### src/logic/sbie_pkg.sv
// package: register map, field positions and reset values of the block
// Behaviour
// - bit 7 gates transmit-empty request
// - bit 6 gates transmit-end request
// - transmit-end request drops with flag or enable
// - bit 5 gates receive-full and overrun requests
// - receive-full request drops with flag or enable
// - bit 4 gates no-ack and overrun requests
// - no-ack request drops with flags or enable
// - bit 3 gates stop-detect request
// - judge bit 0 ignores received acknowledge
// - judge 1 and ack 1 halts transfer
// - bit 1 holds received acknowledge, read-only
// - bit 0 sets acknowledge level sent
package sbie_pkg;
   // register byte addresses
   localparam logic [11:0] ADDR_IRQ_ENABLE = 12'h000;
   localparam logic [11:0] ADDR_FLAGS = 12'h004;
   localparam logic [11:0] ADDR_EVT_STATUS = 12'h008;
   localparam logic [11:0] ADDR_EVT_MASK = 12'h00C;
   // enable register fields
   localparam int BIT_TX_EMPTY_EN = 7;
   localparam int BIT_TX_END_EN = 6;
   localparam int BIT_RX_FULL_EN = 5;
   localparam int BIT_NO_ACK_EN = 4;
   localparam int BIT_STOP_EN = 3;
   localparam int BIT_ACK_JUDGE = 2;
   localparam int BIT_ACK_RCVD = 1;
   localparam int BIT_ACK_SEND = 0;
   localparam logic [7:0] ENABLE_RESET = 8'h00;
   localparam logic [7:0] ENABLE_WMASK = 8'hFD;
   // request vector positions (flag and event layout)
   localparam int NUM_REQ = 6;
   localparam int REQ_TX_EMPTY = 0;
   localparam int REQ_TX_END = 1;
   localparam int REQ_RX_FULL = 2;
   localparam int REQ_OVERRUN = 3;
   localparam int REQ_NO_ACK = 4;
   localparam int REQ_STOP = 5;
   localparam logic [5:0] EVT_RESET = 6'h00;
endpackage

### src/logic/sbie_edge.sv
// module: rising-edge detector for a vector of same-clock levels
`timescale 1ns/1ps
module sbie_edge #(
   parameter int WIDTH = 6
) (
   input wire logic clk, // clock
   input wire logic rst_n, // synchronous reset, active low
   input wire logic [WIDTH-1:0] level, // levels to watch
   output logic [WIDTH-1:0] rise // one-cycle pulse per rising level
);
   logic [WIDTH-1:0] prev_r; // level one cycle back

   // history register, cleared so a level high at reset counts as a rise
   always_ff @(posedge clk)
   begin
      if (!rst_n)
         prev_r <= '0;
      else
         prev_r <= level;
   end

   assign rise = level & ~prev_r;
endmodule // sbie_edge

### src/logic/sbie_top.sv
// module: interrupt-enable and acknowledge control with an APB slave
//
// Design decisions made here: the register offsets and the APB register port.
`timescale 1ns/1ps
module sbie_top (
   input wire logic REF_CLK, // 10 MHz clock
   input wire logic RST_N, // synchronous reset, active low
   input wire logic PSEL, // apb select
   input wire logic PENABLE, // apb access phase
   input wire logic PWRITE, // apb direction, 1 = write
   input wire logic [11:0] PADDR, // apb byte address
   input wire logic [31:0] PWDATA, // apb write data
   output logic [31:0] PRDATA, // apb read data
   output logic PREADY, // apb ready
   output logic PSLVERR, // apb error, unmapped address
   input wire logic TX_BUF_EMPTY_FLAG, // status flag, same clock
   input wire logic TX_END_FLAG, // status flag, same clock
   input wire logic RX_BUF_FULL_FLAG, // status flag, same clock
   input wire logic NO_ACK_FLAG, // status flag, same clock
   input wire logic ARB_LOST_FLAG, // status flag, same clock
   input wire logic OVERRUN_FLAG, // status flag, same clock
   input wire logic STOP_DETECT_FLAG, // status flag, same clock
   input wire logic SYNC_FORMAT, // 1 = clocked synchronous format
   input wire logic TRANSMIT_MODE, // 1 = transmit mode
   input wire logic ACK_SAMPLE_STB, // pulse: ack bit sampled
   input wire logic ACK_SAMPLE_IN, // ack level from the bus pin
   output logic TX_EMPTY_IRQ, // transmit data empty request
   output logic TX_END_IRQ, // transmit end request
   output logic RX_FULL_IRQ, // receive full request
   output logic OVERRUN_ERR_IRQ, // overrun error request
   output logic NO_ACK_IRQ, // no-ack / arbitration request
   output logic STOP_DETECT_IRQ, // stop detected request
   output logic HALT_TRANSFER, // stop continuous transfer
   output logic ACK_TO_SEND, // level driven in ack clock
   output logic IRQ // summary event interrupt
);
   logic [7:0] enable_r; // enable register image
   logic [5:0] req_nxt; // combined request levels
   logic [5:0] req_r; // registered requests
   logic [5:0] flags; // raw source flag vector
   logic [5:0] req_rise; // new request edges
   logic [5:0] evt_r; // sticky event status
   logic [5:0] mask_r; // event mask
   logic halt_r; // halt output register
   logic ack_r; // ack-to-send output register
   logic irq_r; // summary interrupt register
   logic [31:0] prdata_r; // read data register
   logic pready_r; // ready register
   logic pslverr_r; // error register
   logic ack_pin_s1; // synchroniser stage 1
   logic ack_pin_s2; // synchroniser stage 2
   logic wr_en; // write access taken this edge
   logic rd_en; // read access taken this edge
   logic addr_ok; // address is mapped

   // decode of mapped offsets, used by the error path only; reads decode in their own case
   function automatic logic mapped(input logic [11:0] a);
      mapped = (a == sbie_pkg::ADDR_IRQ_ENABLE) ||
               (a == sbie_pkg::ADDR_FLAGS) ||
               (a == sbie_pkg::ADDR_EVT_STATUS) ||
               (a == sbie_pkg::ADDR_EVT_MASK);
   endfunction

   // slave answers one cycle into the access phase; pready_r low
   // on the first access cycle gives exactly one wait state
   assign wr_en = PSEL && PENABLE && pready_r && PWRITE;
   assign rd_en = PSEL && PENABLE && pready_r && !PWRITE;
   assign addr_ok = mapped(PADDR);

   assign flags[sbie_pkg::REQ_TX_EMPTY] = TX_BUF_EMPTY_FLAG;
   assign flags[sbie_pkg::REQ_TX_END] = TX_END_FLAG;
   assign flags[sbie_pkg::REQ_RX_FULL] = RX_BUF_FULL_FLAG;
   assign flags[sbie_pkg::REQ_OVERRUN] = OVERRUN_FLAG;
   assign flags[sbie_pkg::REQ_NO_ACK] = NO_ACK_FLAG;
   assign flags[sbie_pkg::REQ_STOP] = STOP_DETECT_FLAG;

   // ack level comes off the bus pin, so it is synchronised first
   always_ff @(posedge REF_CLK)
   begin
      if (!RST_N)
      begin
         ack_pin_s1 <= 1'b0;
         ack_pin_s2 <= 1'b0;
      end
      else
      begin
         ack_pin_s1 <= ACK_SAMPLE_IN;
         ack_pin_s2 <= ack_pin_s1;
      end
   end

   // apb handshake: pready pulses on the second access-phase cycle
   always_ff @(posedge REF_CLK)
   begin
      if (!RST_N)
         pready_r <= 1'b0;
      else if (PSEL && PENABLE && !pready_r)
         pready_r <= 1'b1;
      else
         pready_r <= 1'b0;
   end

   // error flag presented together with pready
   always_ff @(posedge REF_CLK)
   begin
      if (!RST_N)
         pslverr_r <= 1'b0;
      else if (PSEL && PENABLE && !pready_r)
         pslverr_r <= !addr_ok;
      else
         pslverr_r <= 1'b0;
   end

   // enable register; received-ack bit is hardware owned
   always_ff @(posedge REF_CLK)
   begin
      if (!RST_N)
         enable_r <= sbie_pkg::ENABLE_RESET;
      else
      begin
         if (wr_en && PADDR == sbie_pkg::ADDR_IRQ_ENABLE)
            enable_r <= (PWDATA[7:0] & sbie_pkg::ENABLE_WMASK) |
                        (enable_r & ~sbie_pkg::ENABLE_WMASK);
         // the stored ack is refreshed only while transmitting
         if (ACK_SAMPLE_STB && TRANSMIT_MODE)
            enable_r[sbie_pkg::BIT_ACK_RCVD] <= ack_pin_s2;
      end
   end

   // request gating: each request is enable AND its flag(s), overrun terms only in synchronous format
   always_comb
   begin
      req_nxt = '0;
      req_nxt[sbie_pkg::REQ_TX_EMPTY] =
         enable_r[sbie_pkg::BIT_TX_EMPTY_EN] && TX_BUF_EMPTY_FLAG;
      // the flag itself is set on the ninth clock rise with buffer empty
      req_nxt[sbie_pkg::REQ_TX_END] =
         enable_r[sbie_pkg::BIT_TX_END_EN] && TX_END_FLAG;
      req_nxt[sbie_pkg::REQ_RX_FULL] =
         enable_r[sbie_pkg::BIT_RX_FULL_EN] && RX_BUF_FULL_FLAG;
      // overrun reports through either enable in synchronous format
      req_nxt[sbie_pkg::REQ_OVERRUN] = SYNC_FORMAT && OVERRUN_FLAG &&
         (enable_r[sbie_pkg::BIT_RX_FULL_EN] ||
          enable_r[sbie_pkg::BIT_NO_ACK_EN]);
      req_nxt[sbie_pkg::REQ_NO_ACK] = enable_r[sbie_pkg::BIT_NO_ACK_EN] &&
         (NO_ACK_FLAG || ARB_LOST_FLAG ||
          (SYNC_FORMAT && OVERRUN_FLAG));
      req_nxt[sbie_pkg::REQ_STOP] =
         enable_r[sbie_pkg::BIT_STOP_EN] && STOP_DETECT_FLAG;
   end

   // request outputs, registered so every output comes from a flop
   always_ff @(posedge REF_CLK)
   begin
      if (!RST_N)
         req_r <= '0;
      else
         req_r <= req_nxt;
   end

   // continuous-transfer halt and ack level to drive
   always_ff @(posedge REF_CLK)
   begin
      if (!RST_N)
      begin
         halt_r <= 1'b0;
         ack_r <= 1'b0;
      end
      else
      begin
         // with judgement off the received ack never stops a transfer
         halt_r <= enable_r[sbie_pkg::BIT_ACK_JUDGE] &&
                   enable_r[sbie_pkg::BIT_ACK_RCVD];
         ack_r <= enable_r[sbie_pkg::BIT_ACK_SEND];
      end
   end

   // edges of the request levels feed the sticky event register
   sbie_edge #(
      .WIDTH(sbie_pkg::NUM_REQ)
   ) u_edge (
      .clk(REF_CLK),
      .rst_n(RST_N),
      .level(req_nxt),
      .rise(req_rise)
   );

   // sticky events, write one to clear; a new edge wins over the clear
   always_ff @(posedge REF_CLK)
   begin
      if (!RST_N)
         evt_r <= sbie_pkg::EVT_RESET;
      else if (wr_en && PADDR == sbie_pkg::ADDR_EVT_STATUS)
         evt_r <= (evt_r & ~PWDATA[5:0]) | req_rise;
      else
         evt_r <= evt_r | req_rise;
   end

   // event mask, 1 lets the event reach the interrupt line
   always_ff @(posedge REF_CLK)
   begin
      if (!RST_N)
         mask_r <= sbie_pkg::EVT_RESET;
      else if (wr_en && PADDR == sbie_pkg::ADDR_EVT_MASK)
         mask_r <= PWDATA[5:0];
   end

   // summary interrupt, one cycle behind the status bits
   always_ff @(posedge REF_CLK)
   begin
      if (!RST_N)
         irq_r <= 1'b0;
      else
         irq_r <= |(evt_r & mask_r);
   end

   // read data, captured on the cycle before pready rises
   always_ff @(posedge REF_CLK)
   begin
      if (!RST_N)
         prdata_r <= 32'h0000_0000;
      else if (PSEL && PENABLE && !pready_r && !PWRITE)
      begin
         case (PADDR)
            sbie_pkg::ADDR_IRQ_ENABLE: prdata_r <= {24'h000000, enable_r};
            sbie_pkg::ADDR_FLAGS: prdata_r <= {26'h0000000, req_r};
            sbie_pkg::ADDR_EVT_STATUS: prdata_r <= {26'h0000000, evt_r};
            sbie_pkg::ADDR_EVT_MASK: prdata_r <= {26'h0000000, mask_r};
            default: prdata_r <= 32'h0000_0000; // unmapped reads zero
         endcase
      end
   end

   assign PRDATA = prdata_r;
   assign PREADY = pready_r;
   assign PSLVERR = pslverr_r;
   assign TX_EMPTY_IRQ = req_r[sbie_pkg::REQ_TX_EMPTY];
   assign TX_END_IRQ = req_r[sbie_pkg::REQ_TX_END];
   assign RX_FULL_IRQ = req_r[sbie_pkg::REQ_RX_FULL];
   assign OVERRUN_ERR_IRQ = req_r[sbie_pkg::REQ_OVERRUN];
   assign NO_ACK_IRQ = req_r[sbie_pkg::REQ_NO_ACK];
   assign STOP_DETECT_IRQ = req_r[sbie_pkg::REQ_STOP];
   assign HALT_TRANSFER = halt_r;
   assign ACK_TO_SEND = ack_r;
   assign IRQ = irq_r;
   // rd_en is kept for symmetry of the decode; reads have no side effect
   logic unused_rd;
   assign unused_rd = rd_en;
endmodule // sbie_top

### config.mk
export PLATFORM = sky130hd
export DESIGN_NAME = sbie_top
export DESIGN_NICKNAME = d
export VERILOG_FILES = /design/src/logic/sbie_pkg.sv /design/src/logic/sbie_edge.sv /design/src/logic/sbie_top.sv
export SDC_FILE = /design/constraint.sdc
export NUM_CORES = 1
export LEC_CHECK = 0
export BUFFER_PORTS_ARGS = -buffer_cell sky130_fd_sc_hd__buf_2
export CORE_AREA = 5 5 70 72
export CTS_CLUSTER_SIZE = 12
export DETAILED_ROUTE_END_ITERATION = 6
export DIE_AREA = 0 0 75 77
export GPL_TIMING_DRIVEN = 0
export PLACE_DENSITY = 0.85
export SYNTH_ARGS = -nofsm -noshare
export SYNTH_HDL_FRONTEND = slang
export SYNTH_SLANG_ARGS = --single-unit
export TNS_END_PERCENT = 10
### constraint.sdc
create_clock -name REF_CLK -period 4 [get_ports REF_CLK]
set_input_delay 0.6 -clock REF_CLK [delete_from_list [all_inputs] [get_ports REF_CLK]]
set_output_delay 0.6 -clock REF_CLK [all_outputs]
set_load 0.05 [all_outputs]
; Yosys cells after proc, flatten, opt, wreduce, memory -nomap -nowiden
; Index checks and enable logic that the tools add are counted.
[classes]
eq_ne = 3
n_mux = 5
n_bitwise = 8
reduce_logical = 30
[op_table]
columns = op, n
row1 = 8-bit one-hot mux with 4 select lines, 1
row2 = 12-bit by 4-bit == test with 1-bit output (second input constant), 2
row3 = 6-bit bitwise AND, 3
row4 = 1-bit logical AND, 17
row5 = 12-bit by 3-bit == test with 1-bit output (second input constant), 1
row6 = 12-bit logical NOT, 1
row7 = 6-bit inverter, 2
row8 = 6-bit OR, 2
row9 = 8-bit by 2-bit OR with 8-bit output, 1
row10 = 1-bit logical OR, 6
row11 = 6-bit 2-to-1 mux, 1
row12 = 6-bit OR reduction, 1
row13 = 1-bit logical NOT, 3
row14 = 1-bit 2-to-1 mux, 2
row15 = 2-bit 2-to-1 mux, 1
row16 = 2-bit AND reduction, 1
row17 = 2-bit nonzero test, 1
[word_totals]
regBits = 65
inputBits = 60
output_inout_bits = 43

; Depth between registers and ports, before layout
; Gate-level depths: netlist of the first run.
[logic_depth]
ltp_word = 6
depth_mapped = 5
ltp_nobuf = 4

; Modules after synthesis
; From an unflattened synthesis of the first run, not the netlist that was laid out.
[unflattened]
cells_unflattened = 215
hier_area_um2 = 2138.3
[by_module_without_submodules]
columns = module, instances, cells_per_inst, area_per_inst_um2
row1 = sbie_top, 1, 197, 1943.1
row2 = sbie_edge, 1, 18, 195.2

; Worst setup path after synthesis of the first run
; No wires, ideal clock.
[synth_timing]
path_type = input -> register
from = in PADDR[5]
to = reg prdata_r[0], in the netlist PRDATA[0]
setup_time_ps = 58
t_arrival_ps = 2060
t_required_ps = 3942
slack_ps = 1882
path_stages = 4
path_buffers = 0
path_cell_list = or4_4 > or4_4 > nor4_4 > a21o_1
[synth_via]
elab_chain_cells = 2
elab_cells_between_ends = 5
cone_classes = eq/ne (3) / mux (1) / reduce/logical (1)
[synth_lines]
columns = item, line_no
row1 = from (decl), sbie_top.sv:11  ; input wire logic [11:0] PADDR,
row2 = "12-bit by 4-bit == test with 1-bit output, or another cell as far along", sbie_top.sv:224  ; case (PADDR)
row3 = 8-bit one-hot mux with 4 select lines *, sbie_top.sv:224
row4 = to (signal assigned), sbie_top.sv:225  ; sbie_pkg::ADDR_IRQ_ENABLE: prdata_r <= {24'h000000, enable_r};
row5 = to (signal assigned), sbie_top.sv:226  ; sbie_pkg::ADDR_FLAGS: prdata_r <= {26'h0000000, req_r};
row6 = to (signal assigned), sbie_top.sv:227  ; sbie_pkg::ADDR_EVT_STATUS: prdata_r <= {26'h0000000, evt_r};
row7 = to (decl), sbie_top.sv:47  ; logic [31:0] prdata_r;
; Mark *: on every way between the ends. The rest lies on a longest branch, timed or not.
; A chain may end at the register's enable or synchronous reset.

; Worst setup path in the final report of the first run
[layout_timing]
from = in PADDR[2]
to = reg evt_r[4]
[layout_via]
elab_chain_cells = 3
[layout_lines]
columns = item, line_no
row1 = 12-bit by 4-bit == test with 1-bit output, sbie_top.sv:193  ; else if (wr_en && PADDR == sbie_pkg::ADDR_EVT_STATUS)
row2 = 1-bit logical AND, sbie_top.sv:193
row3 = 6-bit 2-to-1 mux, sbie_top.sv:193
row4 = to (signal assigned), sbie_top.sv:192  ; evt_r <= sbie_pkg::EVT_RESET;
row5 = to (signal assigned), sbie_top.sv:194  ; evt_r <= (evt_r & ~PWDATA[5:0]) | req_rise;
row6 = to (signal assigned), sbie_top.sv:196  ; evt_r <= evt_r | req_rise;
row7 = to (decl), sbie_top.sv:42  ; logic [5:0] evt_r;
; Every way passes these cells.

==> impl_metrics.ini, run 1 <==
[status]
status = completed

[critical_path]
crit_type = in -> reg
worstSetupStartpointType = primary input
reg2reg_depth = 4
slowest_delay_ns = 0.63
crit_required_ns = 4.19
critPathSlowestCell = or4b_1
path_cells = clkbuf_1, or4b_1, nor4_4, nand2_1, a32o_1
r2r-end = PRDATA[4]
setup.worst_path.end_class = flip-flop
rrSetupSlack_ns = 2.03
worst_ep_arrival_time_ns = 2.35
r2r_start = PREADY
cp_max_fo = 10

[grt]
grt_antenna_before_repair = 0
grt_start_max_net_pins = 14
overflow = 0
grtUsageTotal = 0.172
grt_pass1_vias = 1622
grt_pass1_wl_microns = 7610

[synth]
yosysTopAreaCellShare = 0.426
syn_avg_cell_area_sq_um = 9.30
synth-edff-count = 0
synth-seq-area-share = 0.426
synth_top_family_by_area = simple AND/OR/NAND/NOR gates
ys.flop_type = dfxtp_1
synth.distinct_cells = 36
synth-simple-area-share = 0.217
synthTopCellsByArea = dfxtp_1 (43%), buf_4 (9.4%), mux2i_1 (6.8%)
yosysMostFrequentCell = dfxtp_1
synth_compound_area_frac = 0.129
synth_commonest_cells = dfxtp_1 (41), nand2_1 (33), buf_4 (24)
synth_xor_xnor_area_share = 0
syn_area_sq_um = 1930
async_flop_share = 0
ys_ff_latch = 41
synth_cells = 207
synth_top_area_cell = dfxtp_1
ys_warn_count = 0
synthMuxAreaShare = 0.103
synth_fa_ha_area_frac = 0

[timing]
setup_viol = 0
fin_crit_ns = 2.15
fmax_mhz = 464
timing.final.crit_share = 0.538
slew_headroom = 0.581
drv_slew = 0
hold_violations = 0
skew_ns = 0.00498
fin_setup_tns_ns = 0
tightest_slew_ns = 0.626
rsz0062_at_grt = no
hold_ws_ns = 0.434

[finish]
final_core_util = 0.582
area_delta_synth_final_pct = 28.1
diodes = 0
nNetsFinal = 348
instances_no_fill = 341
drive_gt1_frac = 0.329

[clock_network]
clockRootBuffer = clkbuf_8
worst_skew_pair.late_latency_ns = 0.29
cts_tree = yes
cts_setup_buffers = 0
clk_pin_slew_ns = 0.08
cts_made_buffers = 5
clock_sinks = 41
cts_resized = 0
hold_buffers = 0
cts_max_level = 2
cts_buffer_depth = 2

[place]
routabilityCongestion = 0.827
io_buffers = 51
placed_cells = 333
dp_hpwl_microns = 3600

[min_path]
min_to = ack_pin_s2
holdPathStages = 1
hp-class = reg -> reg
min_from = ack_pin_s1

[die]
initial_utilization = 0.455
dieArea_sq_um = 5780
core_sq_um = 4230
fp.dieH_microns = 77
pin_count = 103
num_rows = 24
chipWidth_microns = 75

[detailed_routing]
drt_pass1_iterations = 4
viasPerCell = 4.87
final_antenna_net_count = 0
drtIter0Drc = 102
routed_wirelength_microns = 4700
wl_per_cell_microns = 13.8
vias = 1659
drc = 0

[flow_run]
cap_violations = 0

[power]
p_per_area_nw_per_um2 = 373
vdd_drop_max_mv = 0.202
p_leak_nw = 1.33
fin_total_pwr_uw = 919
registers in the layout, indices dropped and copies added (netlist names):
name           flops
IRQ                1
evt_r              6
PREADY             1
enable_r           8
ACK_TO_SEND        1
u_edge.prev_r      6
ack_pin_s1         1
PSLVERR            1
PRDATA             8
ack_pin_s2         1
HALT_TRANSFER      1
mask_r             6
how the worst max path moves through the flow:
| stage | startpoint | slack (ns) | cells past startpoint | to |
|---|---|---|---|---|
| after floorplan | PADDR[5] | 1.88 | 4 | PRDATA[0] |
| after global placement | PADDR[2] | 1.61 | 5 | evt_r[4] |
| after detailed placement | PADDR[2] | 1.55 | 5 | evt_r[4] |
| after CTS | PADDR[2] | 1.86 | 5 | evt_r[4] |
| after global routing | PADDR[2] | 1.70 | 5 | evt_r[4] |
| final | PADDR[2] | 1.85 | 5 | evt_r[4] |
power by group:
group / total, mW / internal [mW] / switching (mW)
logic: 0.119 / 0.0357 / 0.0836
clock network: 0.389 / 0.248 / 0.141
registers: 0.411 / 0.410 / 0.000886
layer usage:
metal,wire length (microns),up-vias,track usage
li1,-,834,-
met1,1890,748,0.207
met2,2220,65,0.273
met3,479,12,0.0575
met4,104,0,0.0730
met5,0,-,0
placed cells by master (no fill, tap or decap):
| cell | instances |
|---|---|
| conb_1 | 24 |
| a31oi_1 | 1 |
| or4_1 | 1 |
| clkbuf_8 | 5 |
| nor2_1 | 4 |
| nor3_1 | 2 |
| or4_4 | 3 |
| or4b_1 | 1 |
| o31ai_1 | 2 |
| nand3_2 | 1 |
| a22oi_1 | 9 |
| bufinv_16 | 2 |
| and2_1 | 2 |
| nand2b_1 | 1 |
| and3_1 | 5 |
| mux2i_1 | 13 |
| nor4_4 | 3 |
| o21ai_1 | 6 |
| a32o_1 | 1 |
| mux2_1 | 6 |
| inv_2 | 1 |
| dfxtp_1 | 41 |
| or3b_2 | 1 |
| or4bb_4 | 1 |
| buf_4 | 24 |
| a31o_1 | 1 |
| clkbuf_1 | 6 |
| o21ai_0 | 1 |
| buf_2 | 52 |
| a21o_1 | 10 |
| a21oi_1 | 6 |
| nand3_1 | 9 |
| nand4_1 | 1 |
| nand4_2 | 1 |
| inv_1 | 6 |
| nor2b_1 | 1 |
| buf_1 | 1 |
| clkinv_2 | 1 |
| nand2_1 | 33 |
critical path: cells and delay by family:
family	cells	cell delay [ns]
simple gates	3	1.25
compound gates	1	0.27
buf+inv	1	0.22
logic make-up (layout without fill, tap and decap cells):
| family | count (synthesis) | count (layout) |
|---|---|---|
| AND/OR/NAND/NOR | 70 | 70 |
| flip-flops | 41 | 41 |
| buffers and inverters | 39 | 98 |
| AO/OA/AOI/OAI | 37 | 37 |
| multiplexers | 19 | 19 |
| other | 1 | 24 |
per-stage QoR:
stage | worst slack (ns) | area [sq um]
global placement | 1.61 | 2330
detailed placement | 1.55 | 2330
finish | 1.85 | 2470
CTS | 1.86 | 2470
floorplan | 1.88 | 2010
global route | 1.70 | 2470
final cells by class:
type / instances / area [sq um]
Tap cell: 52 / 65.1
Sequential cell: 41 / 821
Multi-Input combinational cell: 150 / 953
Clock inverter: 3 / 65.1
Buffer: 32 / 211
Clock buffer: 5 / 68.8
Timing Repair Buffer: 51 / 255
Inverter: 7 / 26.3
Fill cell: 387 / 1770
Note: power is estimated with default switching activity, not from simulation.
==> run 2, diff against run 1 <==
--- a/config.mk
+++ b/config.mk
@@ -6,12 +6,12 @@
 export NUM_CORES = 1
 export LEC_CHECK = 0
 export BUFFER_PORTS_ARGS = -buffer_cell sky130_fd_sc_hd__buf_2
-export CORE_AREA = 5 5 70 72
+export CORE_AREA = 5 5 76 78
 export CTS_CLUSTER_SIZE = 12
 export DETAILED_ROUTE_END_ITERATION = 6
-export DIE_AREA = 0 0 75 77
+export DIE_AREA = 0 0 81 83
 export GPL_TIMING_DRIVEN = 0
-export PLACE_DENSITY = 0.85
+export PLACE_DENSITY = 0.76
 export SYNTH_ARGS = -nofsm -noshare
 export SYNTH_HDL_FRONTEND = slang
 export SYNTH_SLANG_ARGS = --single-unit
==> constraint.sdc (replaced) <==
create_clock -name REF_CLK -period 1.9 [get_ports REF_CLK]
set_input_delay 0.285 -clock REF_CLK [delete_from_list [all_inputs] [get_ports REF_CLK]]
set_output_delay 0.285 -clock REF_CLK [all_outputs]
set_load 0.05 [all_outputs]
==> run 2 against run 1 <==
  * Via count down 0.54%
  * Worst hold slack got worse by 0.24 ns
  * Largest power group unchanged
  * Sequential power rose by 110%
  * First-iteration DRC count rose by 9.8%
  * Sequential share of layout area decreased by 0.067 points
  * Die area increased by 16%
  * Critical endpoint unchanged
  * Final cell count increased by 5.3%
  * Sequential cell count did not move
  * Combinational power is 110% higher
  * Clock power grew 82%
  * Count of clock-buffer cells in the layout is the same
  * Wire length grew 2.2%
==> impl_metrics.ini, run 2 (synthesis gave the netlist of run 1 again) <==
[status]
status = completed

[critical_path]
r2r-end = PRDATA[1]
worstSetupStartpointType = primary input
worst_ep_arrival_time_ns = 1.99
cp_max_fo = 10
cp.buffers_inverters = 1
path_cells = clkbuf_1, or4b_1, nor4_4, nand2_1, a32o_1
crit_path_start = PADDR[2]
setup.worst_path.end_class = flip-flop
slowest_delay_ns = 0.62
path_depth = 5
r2r_start = PREADY
critPathSlowestCell = or4b_1
crit_required_ns = 2.10
cp_top_family = simple AND/OR/NAND/NOR gates
crit_type = in -> reg
rrSetupSlack_ns = 0.17
reg2reg_depth = 4
cp-endpoint = evt_r[4]

[finish]
n_fill_cell = 522
final_common_cell = buf_2
final_core_util = 0.494
multiInputGateArea_sq_um = 957
instances_no_fill = 359
diodes = 0
seq_area_sq_um = 822
drive_gt1_frac = 0.336
area_delta_synth_final_pct = 28.5
final_cell_mix = buf_2 (52), dfxtp_1 (40), nand2_1 (33), buf_4 (24), conb_1 (24)
nNetsFinal = 348

[power]
p_leak_nw = 1.32
pwr-share-seq = 0.474
vdd_drop_max_mv = 0.313
switchingPower_uw = 494
combPwrFrac = 0.138
p_int_mw = 1.33
fin_total_pwr_mw = 1.82
p_per_area_nw_per_um2 = 737
sw_frac_of_total = 0.271
clkPwrFrac = 0.388

[clock_network]
cts_max_level = 2
cts_tree = yes
clock_sinks = 41
worst_skew_pair.late_latency_ns = 0.30
cts_setup_buffers = 0
cts_buffer_depth = 2
cts_made_buffers = 5
clockRootBuffer = clkbuf_8
clk_pin_slew_ns = 0.08
hold_buffers = 0

[timing]
tightest_slew_ns = 0.655
fin_crit_ns = 1.79
setup_viol = 0
slew_headroom = 0.562
skew_ns = 0.00432
drv_slew = 0
timing.final.crit_share = 0.941
fmax_mhz = 559
rsz0062_at_grt = no
hold_violations = 0
hold_ws_ns = 0.190

[die]
pin_count = 103
initial_utilization = 0.384
chipWidth_microns = 81
dieArea_sq_um = 6720
core_sq_um = 5010
fp.dieH_microns = 83
num_rows = 26

[place]
io_buffers = 51
routabilityCongestion = 0.838
placed_cells = 351
dp_hpwl_microns = 3690

[grt]
grt_antenna_before_repair = 0
grt_pass1_vias = 1621
grtUsageTotal = 0.148
overflow = 0
grt_pass1_wl_microns = 7780
grt_start_max_net_pins = 15

[detailed_routing]
wl_per_cell_microns = 13.4
viasPerCell = 4.60
drc = 0
drtIter0Drc = 112
drt_pass1_iterations = 4
routed_wirelength_microns = 4800
vias = 1650
final_antenna_net_count = 0

[flow_run]
cap_violations = 0

[min_path]
hp-class = in -> reg
## run 2: power by group through the flow
stage                     sequential, mW  combinational, mW  clock (mW)
after floorplan                    0.891              0.187           0
after global placement             0.885              0.247           0
after detailed placement           0.885              0.249           0
after CTS                          0.864              0.250       0.718
after global routing               0.865              0.269       0.757
final                              0.864              0.252       0.708
## run 2: stage by stage
stage          instance area [sq um]  setup WS, ns  TNS [ns]
2_1_floorplan                   2010       0.00107         0
3_3_place_gp                    2360        -0.190     -3.13
3_5_place_dp                    2360        -0.188     -3.03
4_1_cts                         2470        0.0639         0
5_1_grt                         2470        0.0488         0
6_report                        2470         0.111         0
## run 2: worst min-delay path by stage
stage	startpoint	to	cells past startpoint	slack, ns
after floorplan	ack_pin_s1	ack_pin_s2	1	0.41
after global placement	ack_pin_s1	ack_pin_s2	1	0.41
after detailed placement	ack_pin_s1	ack_pin_s2	1	0.42
after CTS	ACK_SAMPLE_IN	ack_pin_s1	2	0.18
after global routing	ACK_SAMPLE_IN	ack_pin_s1	2	0.19
final	ACK_SAMPLE_IN	ack_pin_s1	2	0.19
## run 2: final cells by class
class	count	area share
Inverter	7	0.0106
Timing Repair Buffer	51	0.103
Tap cell	70	0.0354
Multi-Input combinational cell	150	0.387
Clock inverter	3	0.0187
Clock buffer	5	0.0278
Sequential cell	41	0.332
Buffer	32	0.0854
## run 2: repair_timing
action	4_1_cts	5_1_grt
setup endpoints to repair	6	1
pin swaps	0	1
gates resized for setup	1	0
## run 2: routing by layer
| layer | share of wire | GRT usage | vias to the layer above |
|---|---|---|---|
| met3 | 0.086 | 0.0422 | 5 |
| li1 | - | - | 839 |
| met4 | 0.0079 | 0.0430 | 0 |
| met1 | 0.42 | 0.181 | 735 |
| met2 | 0.49 | 0.248 | 71 |
| met5 | 0 | 0 | - |
